`src/pkg/synth_div_pkg.sv`:
```
// synth_div_pkg: constants shared by the synthesizer divider block
// assumes one 200 MHz system clock and pin inputs synchronous to it
package synth_div_pkg;
  // serial word layout
  localparam int WORD_W = 24;
  localparam int PAY_W = 20;
  localparam int A_PAY_W = 23;
  localparam int A_FLAG_BIT = 23;
  localparam int ADDR_LSB = 20;
  localparam logic [3:0] ADDR_B = 4'h0;
  localparam logic [3:0] ADDR_C = 4'h1;
  localparam logic [3:0] ADDR_D = 4'h2;
  localparam logic [3:0] ADDR_G = 4'h3;
  // main word fields
  localparam int NM1_LSB = 0;
  localparam int NM1_W = 12;
  localparam int NM2_LSB = 12;
  localparam int NM2_W = 8;
  localparam int NM3_LSB = 16;
  localparam int NM3_W = 4;
  localparam int NF_STD_LSB = 20;
  localparam int NF_STD_W = 3;
  localparam int NM_LSB = 0;
  localparam int NM_W = 18;
  localparam int NF_ALT_LSB = 18;
  localparam int NF_W = 4;
  // pump word fields
  localparam int PR_HI_BIT = 1;
  localparam int MPOL_BIT = 0;
  localparam int APOL_BIT = 1;
  localparam int CN_LSB = 2;
  localparam int CN_W = 8;
  localparam int CL_LSB = 10;
  localparam int CL_W = 2;
  localparam int CK_LSB = 12;
  localparam int CK_W = 4;
  localparam int FRAC_MODULUS_FLAG_BIT = 16;
  localparam int SPD_LSB = 16;
  localparam int SPD_W = 4;
  // auxiliary / mode word fields
  localparam int ALT_BIT = 0;
  localparam int NA_LSB = 1;
  localparam int AUX_SW_W = 3;
  localparam int AUX_PG_W = 10;
  localparam int FRAC_MODULUS_LSB = 14;
  localparam int FRAC_MODULUS_W = 5;
  // reference word fields
  localparam int NR_LSB = 0;
  localparam int NR_W = 12;
  localparam int RSM_LSB = 12;
  localparam int RSA_LSB = 14;
  localparam int SEL_W = 2;
  localparam int EM_BIT = 16;
  localparam int EA_BIT = 17;
  // general word fields
  localparam int TXN_LSB = 0;
  localparam int TXN_W = 2;
  localparam int MODE_BIT = 2;
  // divider chains
  localparam int N_W = 19;
  localparam int ACC_W = 5;
  localparam int MAIN_SW_W = 5;
  localparam int MAIN_PG_W = 14;
  localparam int MAIN_PRE_W = 6;
  localparam int MAIN_BASE = 32;
  localparam int AUX_PRE_W = 4;
  localparam int AUX_BASE = 8;
  localparam logic [N_W-1:0] RATIO_R1 = 19'h0_0040;
  localparam logic [N_W-1:0] RATIO_R2 = 19'h0_0041;
  localparam logic [N_W-1:0] RATIO_R3 = 19'h0_0048;
  localparam logic [N_W-1:0] NM1_OFS = 19'h0_0002;
  localparam logic [N_W-1:0] NM3_OFS = 19'h0_0001;
  localparam logic [ACC_W-1:0] FRAC_MODULUS_STD_HI = 5'h08;
  localparam logic [ACC_W-1:0] FRAC_MODULUS_STD_LO = 5'h05;
  localparam logic [3:0] TXIF_BASE = 4'h6;

  // postscaler hit mask: 1, 2, 4 or 8 reference cycles per output
  function automatic logic [2:0] post_mask(input logic [SEL_W-1:0] sel);
    logic [2:0] m;
    m = 3'h0;
    unique case (sel)
      2'h0: m = 3'h0;
      2'h1: m = 3'h1;
      2'h2: m = 3'h3;
      2'h3: m = 3'h7;
    endcase
    return m;
  endfunction
endpackage
```
`src/pkg/div_chain_if.sv`:
```
// div_chain_if: control and terminal signals of one dual-modulus chain
// assumes both ends run on the system clock
`timescale 1ns/100ps
interface div_chain_if #(
  parameter int SW_W = 5,
  parameter int PG_W = 14
);
  logic clear;
  logic step;
  logic [SW_W-1:0] swal;
  logic [PG_W-1:0] prog;
  logic terminal;
  modport ctrl(output clear, step, swal, prog, input terminal);
  modport div(input clear, step, swal, prog, output terminal);
endinterface

```
`src/design/dual_mod_counter.sv`:
```
// dual_mod_counter: prescaler with swallow and program counters
// assumes step pulses are input edges sampled on the system clock
`timescale 1ns/100ps
module dual_mod_counter #(
  parameter int PRE_W = 6,
  parameter int BASE = 32,
  parameter int SW_W = 5,
  parameter int PG_W = 14
) (
  input wire logic sys_clk_in,
  input wire logic rst_in,
  div_chain_if.div chain
);
  import synth_div_pkg::*;

  logic [PRE_W-1:0] pre_reg;
  logic [SW_W-1:0] swal_reg;
  logic [PG_W-1:0] prog_reg;

  // base+1 while swallowing, base afterwards
  wire swallowing = swal_reg != '0;
  wire [PRE_W-1:0] pre_last = swallowing ? PRE_W'(BASE) : PRE_W'(BASE - 1);
  wire pre_wrap = chain.step && (pre_reg == pre_last);
  // program count must not be below swallow count, else the cycle is short
  wire prog_last = prog_reg <= PG_W'(1);
  assign chain.terminal = pre_wrap && prog_last;

  always_ff @(posedge sys_clk_in or posedge rst_in) begin
    if (rst_in) begin
      pre_reg <= '0;
      swal_reg <= '0;
      prog_reg <= '0;
    end else if (chain.clear || chain.terminal) begin
      // both counters restart together
      pre_reg <= '0;
      swal_reg <= chain.swal;
      prog_reg <= chain.prog;
    end else if (pre_wrap) begin
      pre_reg <= '0;
      prog_reg <= prog_reg - PG_W'(1);
      swal_reg <= swal_reg - SW_W'(swallowing);
    end else if (chain.step) begin
      pre_reg <= pre_reg + PRE_W'(1);
    end
  end
endmodule

```
`src/design/synth_programmable_dividers.sv`:
```
// synth_programmable_dividers: serial word intake, reference, auxiliary
// and main dividers with fractional accumulator
// assumes all pins are synchronous to sys_clk_in; divider inputs are
// sampled and counted on their rising edges
`timescale 1ns/100ps
module synth_programmable_dividers (
  input wire logic sys_clk_in,
  input wire logic rst_in,
  input wire logic ser_clk_in,
  input wire logic ser_data_in,
  input wire logic ser_strobe_in,
  input wire logic ref_input_in,
  input wire logic aux_osc_input_in,
  input wire logic main_osc_input_in,
  output wire logic ref_buf_enable_out,
  output wire logic aux_input_enable_out,
  output wire logic main_comp_enable_out,
  output wire logic main_ref_pulse_out,
  output wire logic aux_ref_pulse_out,
  output wire logic main_div_pulse_out,
  output wire logic aux_div_pulse_out,
  output wire logic speedup_active_out,
  output wire logic alt_scheme_select_out,
  output wire logic [synth_div_pkg::CN_W-1:0] pump_current_factor_out,
  output wire logic [synth_div_pkg::CK_W-1:0] integral_accel_factor_out,
  output wire logic [synth_div_pkg::CL_W-1:0] proportional_accel_factor_out,
  output wire logic main_pump_polarity_out,
  output wire logic aux_pump_polarity_out,
  output wire logic [3:0] txif_div_ratio_out,
  output wire logic tx_driver_low_current_out,
  output wire logic [synth_div_pkg::ACC_W-1:0] frac_accum_out
);
  import synth_div_pkg::*;

  // ---------------------------------------------------------------
  // input edge detection
  // ---------------------------------------------------------------
  logic ser_clk_d_reg;
  logic strobe_d_reg;
  logic ref_d_reg;
  logic aux_d_reg;
  logic main_d_reg;

  always_ff @(posedge sys_clk_in or posedge rst_in) begin
    if (rst_in) begin
      ser_clk_d_reg <= 1'b0;
      // strobe idles high, so a low reset value would fake a latch edge
      strobe_d_reg <= 1'b1;
      ref_d_reg <= 1'b0;
      aux_d_reg <= 1'b0;
      main_d_reg <= 1'b0;
    end else begin
      ser_clk_d_reg <= ser_clk_in;
      strobe_d_reg <= ser_strobe_in;
      ref_d_reg <= ref_input_in;
      aux_d_reg <= aux_osc_input_in;
      main_d_reg <= main_osc_input_in;
    end
  end

  // ---------------------------------------------------------------
  // serial word intake
  // ---------------------------------------------------------------
  logic [WORD_W-1:0] shift_reg;
  wire shift_en = ser_clk_in & ~ser_clk_d_reg & ~ser_strobe_in;
  wire strobe_rise = ser_strobe_in & ~strobe_d_reg;
  wire [3:0] word_addr = shift_reg[ADDR_LSB +: 4];
  wire [PAY_W-1:0] word_pay = shift_reg[PAY_W-1:0];
  wire is_a = shift_reg[A_FLAG_BIT];
  // unknown addresses, including the test word, are dropped
  wire take_a = strobe_rise & is_a;
  wire take_b = strobe_rise & ~is_a & (word_addr == ADDR_B);
  wire take_c = strobe_rise & ~is_a & (word_addr == ADDR_C);
  wire take_d = strobe_rise & ~is_a & (word_addr == ADDR_D);
  wire take_g = strobe_rise & ~is_a & (word_addr == ADDR_G);

  always_ff @(posedge sys_clk_in or posedge rst_in) begin
    if (rst_in) begin
      shift_reg <= '0;
    end else if (shift_en) begin
      shift_reg <= {ser_data_in, shift_reg[WORD_W-1:1]};
    end
  end

  logic [A_PAY_W-1:0] a_pend_reg;
  logic [A_PAY_W-1:0] a_work_reg;
  logic a_pend_valid_reg;
  logic [PAY_W-1:0] b_temp_reg;
  logic [PAY_W-1:0] b_work_reg;
  logic [PAY_W-1:0] c_reg;
  logic [PAY_W-1:0] d_reg;
  logic [PAY_W-1:0] g_reg;
  logic main_term;
  logic em;

  // a disabled divider has no terminal count, so a word loads at once
  wire main_load = a_pend_valid_reg & (main_term | ~em);

  always_ff @(posedge sys_clk_in or posedge rst_in) begin
    if (rst_in) begin
      a_pend_reg <= '0;
      a_work_reg <= '0;
      a_pend_valid_reg <= 1'b0;
      b_temp_reg <= '0;
      b_work_reg <= '0;
      c_reg <= '0;
      d_reg <= '0;
      g_reg <= '0;
    end else begin
      if (take_a) begin
        a_pend_reg <= shift_reg[A_PAY_W-1:0];
      end
      // a word arriving with the load stays pending
      if (take_a) begin
        a_pend_valid_reg <= 1'b1;
      end else if (main_load) begin
        a_pend_valid_reg <= 1'b0;
      end
      // pump word rides along so type and ratio switch together
      if (main_load) begin
        a_work_reg <= a_pend_reg;
        b_work_reg <= b_temp_reg;
      end
      if (take_b) begin
        b_temp_reg <= word_pay;
      end
      if (take_c) begin
        c_reg <= word_pay;
      end
      if (take_d) begin
        d_reg <= word_pay;
      end
      if (take_g) begin
        g_reg <= word_pay;
      end
    end
  end

  // ---------------------------------------------------------------
  // enables
  // ---------------------------------------------------------------
  assign em = d_reg[EM_BIT];
  wire ea = d_reg[EA_BIT];
  wire alt_scheme_select = c_reg[ALT_BIT];
  wire ref_buf_en = em | ea;
  wire ref_edge = ref_input_in & ~ref_d_reg & ref_buf_en;
  wire aux_edge = aux_osc_input_in & ~aux_d_reg & ea;
  wire main_edge = main_osc_input_in & ~main_d_reg & em;

  // ---------------------------------------------------------------
  // main ratio, taken from the word that will be in force
  // ---------------------------------------------------------------
  wire [A_PAY_W-1:0] nxt_a = main_load ? a_pend_reg : a_work_reg;
  wire [PAY_W-1:0] nxt_b = main_load ? b_temp_reg : b_work_reg;
  wire triple = nxt_b[PR_HI_BIT];
  wire [N_W-1:0] nm1 = N_W'(nxt_a[NM1_LSB +: NM1_W]);
  // second count is 4 bits wide for triple-modulus types
  wire [N_W-1:0] nm2 = triple ? N_W'(nxt_a[NM2_LSB +: NM3_W]) :
                                N_W'(nxt_a[NM2_LSB +: NM2_W]);
  wire [N_W-1:0] nm3 = triple ? N_W'(nxt_a[NM3_LSB +: NM3_W]) : '0;
  wire [N_W-1:0] n_third = triple ? RATIO_R3 * (nm3 + NM3_OFS) : '0;
  wire [N_W-1:0] n_std = RATIO_R1 * (nm1 + NM1_OFS) + RATIO_R2 * nm2 + n_third;
  wire [N_W-1:0] n_alt = N_W'(nxt_a[NM_LSB +: NM_W]);
  wire [NF_W-1:0] nf = alt_scheme_select ? nxt_a[NF_ALT_LSB +: NF_W] :
                             NF_W'(nxt_a[NF_STD_LSB +: NF_STD_W]);
  wire [ACC_W-1:0] frac_modulus_std = nxt_b[FRAC_MODULUS_FLAG_BIT] ? FRAC_MODULUS_STD_HI : FRAC_MODULUS_STD_LO;
  wire [ACC_W-1:0] frac_modulus = alt_scheme_select ? c_reg[FRAC_MODULUS_LSB +: FRAC_MODULUS_W] : frac_modulus_std;

  // ---------------------------------------------------------------
  // fractional accumulator
  // ---------------------------------------------------------------
  logic [ACC_W-1:0] acc_reg;
  wire [ACC_W:0] acc_sum = {1'b0, acc_reg} + {2'b00, nf};
  // a zero modulus means integer operation
  wire ovf = (frac_modulus != '0) && (acc_sum >= {1'b0, frac_modulus});
  wire [ACC_W:0] acc_wrap = acc_sum - {1'b0, frac_modulus};
  wire [ACC_W-1:0] acc_next = (frac_modulus == '0) ? '0 :
                              ovf ? acc_wrap[ACC_W-1:0] : acc_sum[ACC_W-1:0];
  // overflow of this update stretches the coming cycle by one
  wire [N_W-1:0] n_sel = (alt_scheme_select ? n_alt : n_std) + N_W'(ovf);

  always_ff @(posedge sys_clk_in or posedge rst_in) begin
    if (rst_in) begin
      acc_reg <= '0;
    end else if (!em) begin
      acc_reg <= '0;
    end else if (main_term) begin
      acc_reg <= acc_next;
    end
  end

  // ---------------------------------------------------------------
  // main and auxiliary chains
  // ---------------------------------------------------------------
  // any ratio N maps to 32*program + swallow, so both schemes share
  // one 32/33 chain
  div_chain_if #(.SW_W(MAIN_SW_W), .PG_W(MAIN_PG_W)) main_chain();
  assign main_chain.clear = ~em;
  assign main_chain.step = main_edge;
  assign main_chain.swal = n_sel[MAIN_SW_W-1:0];
  assign main_chain.prog = n_sel[N_W-1:MAIN_SW_W];
  assign main_term = main_chain.terminal;

  dual_mod_counter #(
    .PRE_W(MAIN_PRE_W),
    .BASE(MAIN_BASE),
    .SW_W(MAIN_SW_W),
    .PG_W(MAIN_PG_W)
  ) u_main_div (
    .sys_clk_in(sys_clk_in),
    .rst_in(rst_in),
    .chain(main_chain.div)
  );

  // auxiliary ratio 8*program + swallow
  div_chain_if #(.SW_W(AUX_SW_W), .PG_W(AUX_PG_W)) aux_chain();
  assign aux_chain.clear = ~ea;
  assign aux_chain.step = aux_edge;
  assign aux_chain.swal = c_reg[NA_LSB +: AUX_SW_W];
  assign aux_chain.prog = c_reg[NA_LSB + AUX_SW_W +: AUX_PG_W];

  dual_mod_counter #(
    .PRE_W(AUX_PRE_W),
    .BASE(AUX_BASE),
    .SW_W(AUX_SW_W),
    .PG_W(AUX_PG_W)
  ) u_aux_div (
    .sys_clk_in(sys_clk_in),
    .rst_in(rst_in),
    .chain(aux_chain.div)
  );

  // ---------------------------------------------------------------
  // reference divider and postscalers
  // ---------------------------------------------------------------
  logic [NR_W-1:0] ref_cnt_reg;
  logic [2:0] post_cnt_reg;
  wire [NR_W-1:0] nr = d_reg[NR_LSB +: NR_W];
  // ratios below four are outside the valid range and not guarded
  wire ref_tick = ref_edge && (ref_cnt_reg + 12'h001 >= nr);
  wire [2:0] mask_m = post_mask(d_reg[RSM_LSB +: SEL_W]);
  wire [2:0] mask_a = post_mask(d_reg[RSA_LSB +: SEL_W]);
  wire main_post_hit = ref_tick && ((post_cnt_reg & mask_m) == mask_m);
  wire aux_post_hit = ref_tick && ((post_cnt_reg & mask_a) == mask_a);

  always_ff @(posedge sys_clk_in or posedge rst_in) begin
    if (rst_in) begin
      ref_cnt_reg <= '0;
      post_cnt_reg <= '0;
    end else if (!ref_buf_en) begin
      ref_cnt_reg <= '0;
      post_cnt_reg <= '0;
    end else if (ref_edge) begin
      ref_cnt_reg <= ref_tick ? '0 : ref_cnt_reg + 12'h001;
      post_cnt_reg <= post_cnt_reg + 3'(ref_tick);
    end
  end

  // ---------------------------------------------------------------
  // speed-up timer and output pulses
  // ---------------------------------------------------------------
  logic [SPD_W-1:0] speed_cnt_reg;
  logic main_ref_pulse_reg;
  logic aux_ref_pulse_reg;
  logic main_div_pulse_reg;
  logic aux_div_pulse_reg;

  always_ff @(posedge sys_clk_in or posedge rst_in) begin
    if (rst_in) begin
      speed_cnt_reg <= '0;
      main_ref_pulse_reg <= 1'b0;
      aux_ref_pulse_reg <= 1'b0;
      main_div_pulse_reg <= 1'b0;
      aux_div_pulse_reg <= 1'b0;
    end else begin
      if (main_load && alt_scheme_select) begin
        speed_cnt_reg <= b_temp_reg[SPD_LSB +: SPD_W];
      end else if (ref_tick && speed_cnt_reg != '0) begin
        speed_cnt_reg <= speed_cnt_reg - 4'h1;
      end
      main_ref_pulse_reg <= main_post_hit;
      aux_ref_pulse_reg <= aux_post_hit;
      main_div_pulse_reg <= main_term;
      aux_div_pulse_reg <= aux_chain.terminal;
    end
  end

  assign ref_buf_enable_out = ref_buf_en;
  assign aux_input_enable_out = ea;
  assign main_comp_enable_out = em;
  assign main_ref_pulse_out = main_ref_pulse_reg;
  assign aux_ref_pulse_out = aux_ref_pulse_reg;
  assign main_div_pulse_out = main_div_pulse_reg;
  assign aux_div_pulse_out = aux_div_pulse_reg;
  assign speedup_active_out = speed_cnt_reg != '0;
  assign alt_scheme_select_out = alt_scheme_select;
  assign pump_current_factor_out = b_work_reg[CN_LSB +: CN_W];
  assign integral_accel_factor_out = b_work_reg[CK_LSB +: CK_W];
  assign proportional_accel_factor_out = b_work_reg[CL_LSB +: CL_W];
  assign main_pump_polarity_out = alt_scheme_select & b_work_reg[MPOL_BIT];
  assign aux_pump_polarity_out = alt_scheme_select & b_work_reg[APOL_BIT];
  assign txif_div_ratio_out = TXIF_BASE + {2'b00, g_reg[TXN_LSB +: TXN_W]};
  assign tx_driver_low_current_out = ~g_reg[MODE_BIT];
  assign frac_accum_out = acc_reg;
endmodule

```
`config.mk`:
```
export PLATFORM = sky130hd
export DESIGN_NAME = synth_programmable_dividers
export DESIGN_NICKNAME = d
export VERILOG_FILES = /design/src/pkg/synth_div_pkg.sv /design/src/pkg/div_chain_if.sv /design/src/design/dual_mod_counter.sv /design/src/design/synth_programmable_dividers.sv
export SDC_FILE = /design/constraint.sdc
export NUM_CORES = 1
export LEC_CHECK = 0
export ABC_CLOCK_PERIOD_IN_PS = 10700
export BUFFER_PORTS_ARGS = -buffer_cell sky130_fd_sc_hd__buf_4
export CAP_MARGIN = 30
export CELL_PAD_IN_SITES_DETAIL_PLACEMENT = 0
export CELL_PAD_IN_SITES_GLOBAL_PLACEMENT = 1
export CORE_MARGIN = 5
export CORE_UTILIZATION = 50
export CTS_BUF_LIST = sky130_fd_sc_hd__clkbuf_4 sky130_fd_sc_hd__clkbuf_8 sky130_fd_sc_hd__clkbuf_16
export DETAILED_ROUTE_END_ITERATION = 10
export GPL_ROUTABILITY_DRIVEN = 0
export PLACE_DENSITY_LB_ADDON = 0.1
export SYNTH_ARGS = -nofsm -noshare
export SYNTH_HDL_FRONTEND = slang
export SYNTH_HIERARCHICAL = 1
export SYNTH_SLANG_ARGS = --single-unit
```
`constraint.sdc`:
```
create_clock -name sys_clk_in -period 10.7 [get_ports sys_clk_in]
set_clock_uncertainty 0.1 [all_clocks]
set_input_delay 1.07 -clock sys_clk_in [delete_from_list [all_inputs] [get_ports sys_clk_in]]
set_output_delay 1.07 -clock sys_clk_in [all_outputs]
set_load 0.05 [all_outputs]
```
==> impl_results.md, run 1 <==
- Post-route setup slack: approximately 1800 ps
- CTS resizes: 0
- Fmax: about 110 MHz
- Antenna diodes: 0
- Leakage: approximately 7.4 nW
- Filler instances: between 2000 and 2500
- Place WS: about 1600 ps
- I/O Pins: between 40 and 50
- Crit path max-delay family: adder cells
- GRT overflow: 0
- Yosys warns: 6
- Worst Setup Start Kind: flop
- Least-Margin Pin Slew: ~940 ps
- Fin. Hold Viols: 0
- Iteration-0 DRC count of the detailed router: 493
- Total power: 0.00272 W
- Post-DR vias/cell: about 5.6
- Met2 Usage GRT: around a third
- GR Util met3: between 2 and 3%
- Most common cell after layout, fill and taps aside: dfrtp_1
- Fin util: between 50% and 60%
- CTS buffer count: 26
- Largest area contributor in the netlist: dfrtp_1
- Most Crowded Layer GR: met2
- Mapped cell area: roughly 13000 µm²
- Post-synth EDFFs: 0
- Vias in the first global route: 9606
- Dpl hpwl: roughly 22000 µm
- Minimum clock period after layout: a little under 9000 ps
- DRC violations left: 0
- Layout net count: roughly 1400
- Syn Area/Cell: between 10 and 15 µm²
- Mapped Cells: about 1300
- Floorplan core area: 26100 µm²
- Num rows: 59
- CTS tree: done
- TritonRoute pass-1 iters: 5
- Post-CTS Hold Fix Bufs: 0
- Critical-path maximum fanout: between 40 and 50
- GR Util met1: 30.5%
- Final antenna-violating net count: 0
- Total track usage: 20.7%
- Clk_lat worst skew: ~530 ps
- CP bufs+invs: 4
- Synth unique cells: between 90 and 100
- # Post-CTS Setup Buffers: 0
- Clock-pin slew on the worst setup and hold paths: around 60 ps
- Clk sinks: about 220
- Clock root cell: clkbuf_16
- Max reg flops: 24
- Max VDD drop: approximately 0.13 mV
- PD cells: approximately 180 nW/µm²
- Htree depth: 1
- CP peak stage delay: 730 ps
- CP max-delay cell: mux2i_1
- Starting density of the core: around half
- Most common cell on crit path: ha_1
- Area added between synthesis and finish: 10.9%
- CP endpoint kind: flop
- Max-cap viol count: 0
- WP data required: ~11000 ps
- RSZ-0062 raised after global routing: no
- Die Ht: between 150 and 200 µm
- # port buffers: between 40 and 50
- Commonest cells after routing, fill and taps aside: dfrtp_1 (222), nand2_1 (160), mux2_2 (116)
- Relative slew slack: 36.7%
- Outcome: complete, no violations
- Final Cycle Share: 83.6%
- Critical path class: reg -> reg
- Primary FF master, synth: dfrtp_1
- Die width: around 170 µm
- Initial antenna violation count: 0
- Post-synthesis sequential area ratio: 42.1%
- Die area: roughly 30000 µm²
- Yosys top cell area share: 41.9%
- Final Slew Violations: 0
- WL/cell: between 15 and 20 µm
- Hold Slack: 329 ps
- CP Data Arrival Time: 9260 ps
- Total Neg Setup Slack: 0 ps
- WL final: approximately 30000 µm
- Largest net degree at the start of global routing: 132
- Largest cells by area after synthesis: dfrtp_1 (42%), mux2_2 (9.8%), ha_1 (7.3%), nand2_1 (4.5%), inv_1 (3.0%)
- Share of cells above drive strength 1: between 20% and 30%
- First-pass GRT wire length: between 50000 and 60000 µm
- Final setup violating endpoints: 0
- Via count: roughly 9500
- #FFs+latches synth: about 220
- Hold Crit Class: in -> async
- Ys async rst share: 100%
- CTS max path bufs: 3
[power by group]
part / internal (W) / switching [W] / total [W]
Sequential: 0.000940 / 0.000102 / 0.00104
Clock: 0.000510 / 0.000360 / 0.000869
Combinational: 0.000339 / 0.000469 / 0.000808
Total: 0.00179 / 0.000931 / 0.00272
[metal layers]
metal,vias to the layer above,routed length [µm]
li1,4587,-
met1,4672,15300
met2,163,14100
met3,29,1090
met4,0,344
met5,-,0
[cells by family after synthesis]
| logic type | share of synthesized area (%) |
|---|---|
| AND/OR/NAND/NOR | 14.5 |
| flip-flops | 42.1 |
| AO/OA/AOI/OAI | 11.9 |
| buffers and inverters | 5.75 |
| multiplexers | 12.4 |
| adder cells (fa/ha/maj) | 9.22 |
| XOR/XNOR | 4.15 |
| other | 0.0283 |
[synthesized netlist by cell type (4+ instances only)]
cell / count
a211oi_1: 5
a21boi_0: 5
a21o_1: 18
a21oi_1: 43
a221o_1: 8
a22o_1: 5
a22oi_1: 10
a31oi_1: 8
a32o_1: 10
and2_1: 5
and3_1: 17
buf_2: 8
buf_4: 19
buf_6: 6
clkbuf_1: 23
dfrtp_1: 222
fa_1: 13
ha_1: 77
inv_1: 105
mux2_2: 116
mux2i_1: 25
nand2_1: 160
nand2b_1: 9
nand3_1: 29
nand3b_1: 8
nand4_1: 9
nor2_1: 67
nor2b_1: 4
nor3_1: 27
nor3b_1: 10
nor4_1: 7
o21a_1: 7
o21ai_0: 32
o21ai_1: 6
o22a_1: 7
o22ai_1: 6
o311ai_1: 4
or4_1: 5
xnor2_1: 35
xor2_1: 26
[worst register-to-register path: cells and delay by family (launching register included)]
family	cells	cell delay, ps
adders and majority gates	9	2870
and+or+nand+nor	9	2400
AOI/OAI and AO/OA	9	1910
muxes	1	740
DFF	1	440
buffers and inverters	4	210
xor gates and xnor gates	1	170
[stage by stage]
step / cells / area [µm²]
after floorplan: 1294 / 13300
after detailed placement: 1627 / 13800
after CTS: 1674 / 14700
after global routing: 1675 / 14700
final: 1675 / 14700
after global placement: 1623 / 13800
[final cells by class]
cell class | count | area [µm²] | area share (%)
clock buffers | 37 | 777 | 5.28
clock inverters | 10 | 82.6 | 0.561
inverters | 109 | 423 | 2.87
multi-input cells | 903 | 6940 | 47.2
flip-flops and latches | 223 | 5580 | 37.9
well taps | 335 | 419 | 2.85
repair buffers | 58 | 494 | 3.36
[worst paths after layout]
check | from | endpoint | slack (ps) | cells after the start
setup / recovery | u_main_div/prog_reg[8] | u_main_div/prog_reg[13] | 1760 | 33
hold / removal | rst_in | main_d_reg | 330 | 2
setup reg to reg | u_main_div/prog_reg[8] | u_main_div/prog_reg[13] | 1760 | 33
hold reg to reg | b_temp_reg[2] | b_work_reg[2] | 350 | 2
max in group asynchronous | rst_in | b_work_reg[6] | 8710 | 4
min in group sys_clk_in | b_temp_reg[2] | b_work_reg[2] | 350 | 2
Power figures use the tool's default switching activity.
==> inputs of run 2 (changes only) <==
Settings changed: ABC_CLOCK_PERIOD_IN_PS 10700 to 7500, CORE_UTILIZATION 50 to 45.
Clock period 10.7 ns to 7.5 ns, I/O delays scaled along.
==> impl_results.md, run 2 (same netlist as run 1, synthesis figures left out) <==
- Die Ht: 182 µm
- Via count: 9594
- WP data required: between 7000 and 8000 ps
- Area added between synthesis and finish: 15.5%
- GR Util met3: under 10%
- Commonest cells after routing, fill and taps aside: dfrtp_1 (221), nand2_1 (160), mux2_2 (116)
- Starting density of the core: 45.9%
- Clk sinks: around 220
- Hold Crit Class: in -> async
- R2R cell count: 34
- Clock root cell: clkbuf_16
- Hold Slack: about 140 ps
- Critical path class: reg -> reg
- Reg-to-Reg End: u_main_div/prog_reg[13]
- Least-Margin Pin Slew: 888 ps
- CP endpoint kind: flop
- Antenna diodes: 0
- GRT overflow: 0
- Most common cell on crit path: ha_4
- Vias in the first global route: a little under 10000
- CTS tree: done
- Fin util: between 50% and 60%
- Fmax: approximately 140 MHz
- Post-DR vias/cell: between 5 and 6
- Final Slew Violations: 0
- Final antenna-violating net count: 0
- WL/cell: 18.0 µm
- GR Util met1: roughly 28%
- Outcome: complete, no violations
- CTS buffer count: 26
- Final setup violating endpoints: 0
- # port buffers: 42
- Minimum clock period after layout: just over 7000 ps
- Num rows: 62
- Most Crowded Layer GR: met2
- Worst Setup Start Kind: flop
- Layout net count: 1453
- CP Data Arrival Time: about 7500 ps
- Max-cap viol count: 0
- Met2 Usage GRT: a little under a third
- Max VDD drop: about 0.22 mV
- Cell Area, Placed: about 14000 µm²
- PD cells: roughly 260 nW/µm²
- Initial antenna violation count: 0
- Crit path max-delay family: adder cells
- Total track usage: slightly below 20%
- WP depth: 34
- DRC violations left: 0
- Iteration-0 DRC count of the detailed router: 560
- Largest net degree at the start of global routing: around 120
- WL final: 31700 µm
- Leakage: between 7 and 8 nW
- Reg-to-reg slack, setup: between 300 and 400 ps
- R2r startpoint: u_main_div/swal_reg[4]
- Critical-path maximum fanout: 6
- Htree depth: 1
- Relative slew slack: about 40%
- I/O Pins: between 40 and 50
- First-pass GRT wire length: 52600 µm
- CP bufs+invs: 5
- Final Cycle Share: a little over nine tenths
- Dpl hpwl: around 23000 µm
- Fin. Hold Viols: 0
- Final instance area: ~15000 µm²
- Floorplan core area: between 20000 and 30000 µm²
- Clock-pin slew on the worst setup and hold paths: roughly 60 ps
- Clk_lat worst skew: approximately 530 ps
- TritonRoute pass-1 iters: 5
- Most common cell after layout, fill and taps aside: dfrtp_1
- CTS max path bufs: 3
- Total power: between 0.004 and 0.005 W
- Die width: 182 µm
- Max reg flops: 24
- CP peak stage delay: ~490 ps
- CP max-delay cell: fa_1
- Die area: approximately 33000 µm²
- Share of cells above drive strength 1: between 20% and 30%
[run 2: changes by cell type in the layout (fill, tap and decap cells not counted), sizes merged]
cell / previous run / this run
buf: 58 / 92
bufinv: 0 / 2
clkbuf: 37 / 34
clkinv: 7 / 12
clkinvlp: 3 / 2
inv: 109 / 107
[run 2: power by group]
part	total, W	switching (W)	internal (W)
registers	0.00148	0.000137	0.00134
logic	0.00127	0.000713	0.000560
clock network	0.00131	0.000515	0.000791
[run 2: per-stage QoR]
stage,cells,setup WS (ps),TNS [ps]
3_5_place_dp,1704,77.9,0
3_3_place_gp,1701,107,0
5_1_grt,1759,-37.3,-37.3
4_1_cts,1752,50.3,0
2_1_floorplan,1294,23.5,0
6_report,1759,317,0
[run 2: final cells by class]
type	count	area, µm²
clock buffer	34	766
multi-input combinational	903	7180
fill	2648	13600
timing repair buffer	92	746
inverter	109	423
tap	384	480
sequential	223	5580
clock inverter	14	144
[run 2: worst reg2reg max path, delay by kind of cell (launching register included)]
kind | cells | cell delay [ps]
multiplexers | 1 | 300
AND/OR/NAND/NOR | 7 | 1080
XOR/XNOR | 1 | 140
adder cells (fa/ha/maj) | 9 | 2540
buffers and inverters | 5 | 340
flip-flops | 1 | 430
AO/OA/AOI/OAI | 11 | 2150
[run 2: per-layer routing]
layer	wire (µm)	part of all wire, %
met1	15400	49
met2	14900	47
met3	963	3.0
met4	487	1.5
met5	0	0
[run 2: what timing repair did]
| item | CTS | global route |
|---|---|---|
| resized for setup | 0 | 41 |
| hold buffers | 0 | 0 |
| setup buffers | 0 | 7 |
| setup endpoints to repair | 0 | 9 |
[run 2: worst max path at each step]
stage	from	slack (ps)	endpoint
global route	u_main_div/swal_reg[4]	-40	u_main_div/prog_reg[13]
CTS	u_main_div/prog_reg[8]	50	u_main_div/prog_reg[13]
detailed placement	main_osc_input_in	80	u_main_div/prog_reg[13]
finish	u_main_div/swal_reg[4]	320	u_main_div/prog_reg[13]
floorplan	u_main_div/pre_reg[4]	20	u_main_div/prog_reg[12]
global placement	main_osc_input_in	110	u_main_div/prog_reg[13]
==> inputs of run 3 (changes only) <==
Settings changed: REMOVE_ABC_BUFFERS set to 1.
==> impl_results.md, run 3 (same netlist as run 1, synthesis figures left out) <==
- Critical-path maximum fanout: 4
- Fin. Hold Viols: 0
- Post-CTS Hold Fix Bufs: 0
- CP endpoint kind: flop
- Switch share: 32.7%
- DRC violations left: 0
- Antenna diodes: 0
- WP data required: 7810 ps
- Htree depth: 1
- Iteration-0 DRC count of the detailed router: approximately 580
- Final antenna-violating net count: 0
- Critical path class: reg -> reg
- WL/cell: 18.1 µm
- RSZ-0062 raised after global routing: yes
- Place WS: -171 ps
- Hold Slack: 196 ps
- Placed cell count: between 1500 and 2000
- CP max-delay cell: or4_4
- Fmax: roughly 140 MHz
- Reg-to-Reg End: u_main_div/prog_reg[13]
- Max VDD drop: approximately 0.17 mV
- Reg-to-reg slack, setup: ~230 ps
- Max reg flops: 24
- R2R cell count: 33
- CP peak stage delay: between 500 and 600 ps
- Clock root cell: clkbuf_16
- CTS tree: done
- PD cells: between 200 and 300 nW/µm²
- # port buffers: between 40 and 50
- Comb power frac: between 30% and 40%
- Layout net count: 1489
- Relative slew slack: a little under two fifths
- Final instance area: around 16000 µm²
- First-pass GRT wire length: 53200 µm
- I/O Pins: 43
- Psw: between 0.001 and 0.0015 W
- Final Cycle Share: between 90% and 100%
- TritonRoute pass-1 iters: 5
- Total Neg Setup Slack: 0 ps
- Via count: between 9000 and 10000
- Share of cells above drive strength 1: ~26%
- Clk_lat worst skew: 520 ps
- Post-route setup slack: about 230 ps
- Total track usage: between 15 and 20%
- Die width: about 180 µm
- Die area: roughly 33000 µm²
- Seq pwr share: 35.8%
- CTS max path bufs: 3
- Final setup violating endpoints: 0
- Clock-pin slew on the worst setup and hold paths: approximately 60 ps
- R2r startpoint: u_main_div/pre_reg[2]
- Hold Crit Class: in -> async
- CTS buffer count: 26
- Initial antenna violation count: 0
- Num rows: 62
- Outcome: complete, no violations
- Leakage: between 7 and 8 nW
- Starting density of the core: roughly 46%
- Largest net degree at the start of global routing: around 120
- Clock share of power: between 30% and 40%
- Die Ht: between 150 and 200 µm
- WL final: about 32000 µm
- Floorplan core area: approximately 29000 µm²
- Dpl hpwl: about 23000 µm
- Final Slew Violations: 0
- Post-DR vias/cell: around 5.5
- Worst Setup Start Kind: flop
- Cell Area, Placed: 14300 µm²
- CP Data Arrival Time: between 7000 and 8000 ps
- Clk sinks: ~220
- Vias in the first global route: between 9000 and 10000
- Area added between synthesis and finish: 17.2%
- Minimum clock period after layout: about 7300 ps
- Least-Margin Pin Slew: around 920 ps
- P_int: around 0.0028 W
- Commonest cells after routing, fill and taps aside: dfrtp_1 (222), nand2_1 (159), buf_4 (122)
- Most common cell after layout, fill and taps aside: dfrtp_1
- Max-cap viol count: 0
- GRT overflow: 0
- Non-filler instance count after layout: 1789
==> run 3: timing repair <==
action / in CTS / in global routing
endpoints found under the setup margin: 6 / 8
resized for setup: 9 / 34
setup buffers: 4 / 6
pin swaps: 6 / 31
==> run 3: how the worst max path moves through the flow <==
stage	end	from	slack, ps
after floorplan	u_main_div/prog_reg[12]	d_reg[16]	-990
after global placement	u_main_div/prog_reg[13]	u_main_div/pre_reg[4]	-7
after detailed placement	u_main_div/prog_reg[13]	u_main_div/pre_reg[4]	-170
after CTS	u_main_div/prog_reg[13]	u_main_div/pre_reg[4]	20
after global routing	u_main_div/prog_reg[13]	u_main_div/pre_reg[2]	-70
final	u_main_div/prog_reg[13]	u_main_div/pre_reg[2]	230
==> run 3: final cells by class <==
cell class,count,area (µm²)
repair buffers,128,1010
inverters,109,423
clock inverters,7,141
well taps,384,480
fillers,2600,13400
multi-input cells,903,7150
flip-flops and latches,223,5580
clock buffers,35,761
==> run 3: critical path: cells and delay by family, from the launching register on <==
family | cells | cell delay [ps]
DFF | 1 | 380
and+or+nand+nor | 5 | 990
AOI/OAI and AO/OA | 12 | 2300
muxes | 1 | 190
buffers and inverters | 5 | 410
xor gates and xnor gates | 1 | 140
adders and majority gates | 9 | 2650
==> run 3: power by group through the flow <==
stage / clock network, W / logic, W / registers (W)
global route: 0.00141 / 0.00148 / 0.00150
CTS: 0.00136 / 0.00130 / 0.00148
floorplan: 0 / 0.000862 / 0.00146
detailed placement: 0 / 0.00127 / 0.00150
global placement: 0 / 0.00126 / 0.00149
finish: 0.00133 / 0.00132 / 0.00148
==> run 3: per-stage QoR <==
stage / total power, W / util [%]
finish: 0.00413 / 53.7
global placement: 0.00276 / 49.4
detailed placement: 0.00277 / 49.6
global route: 0.00439 / 53.7
CTS: 0.00414 / 53.0
floorplan: 0.00232 / -
==> run 3: routing by layer <==
layer / track usage [%] / vias up / part of all wire (%)
li1: - / 4733 / -
met1: 28.4 / 4835 / 49
met2: 31.2 / 152 / 46
met3: 2.72 / 48 / 3.5
met4: 3.93 / 0 / 2.0
met5: 0 / - / 0
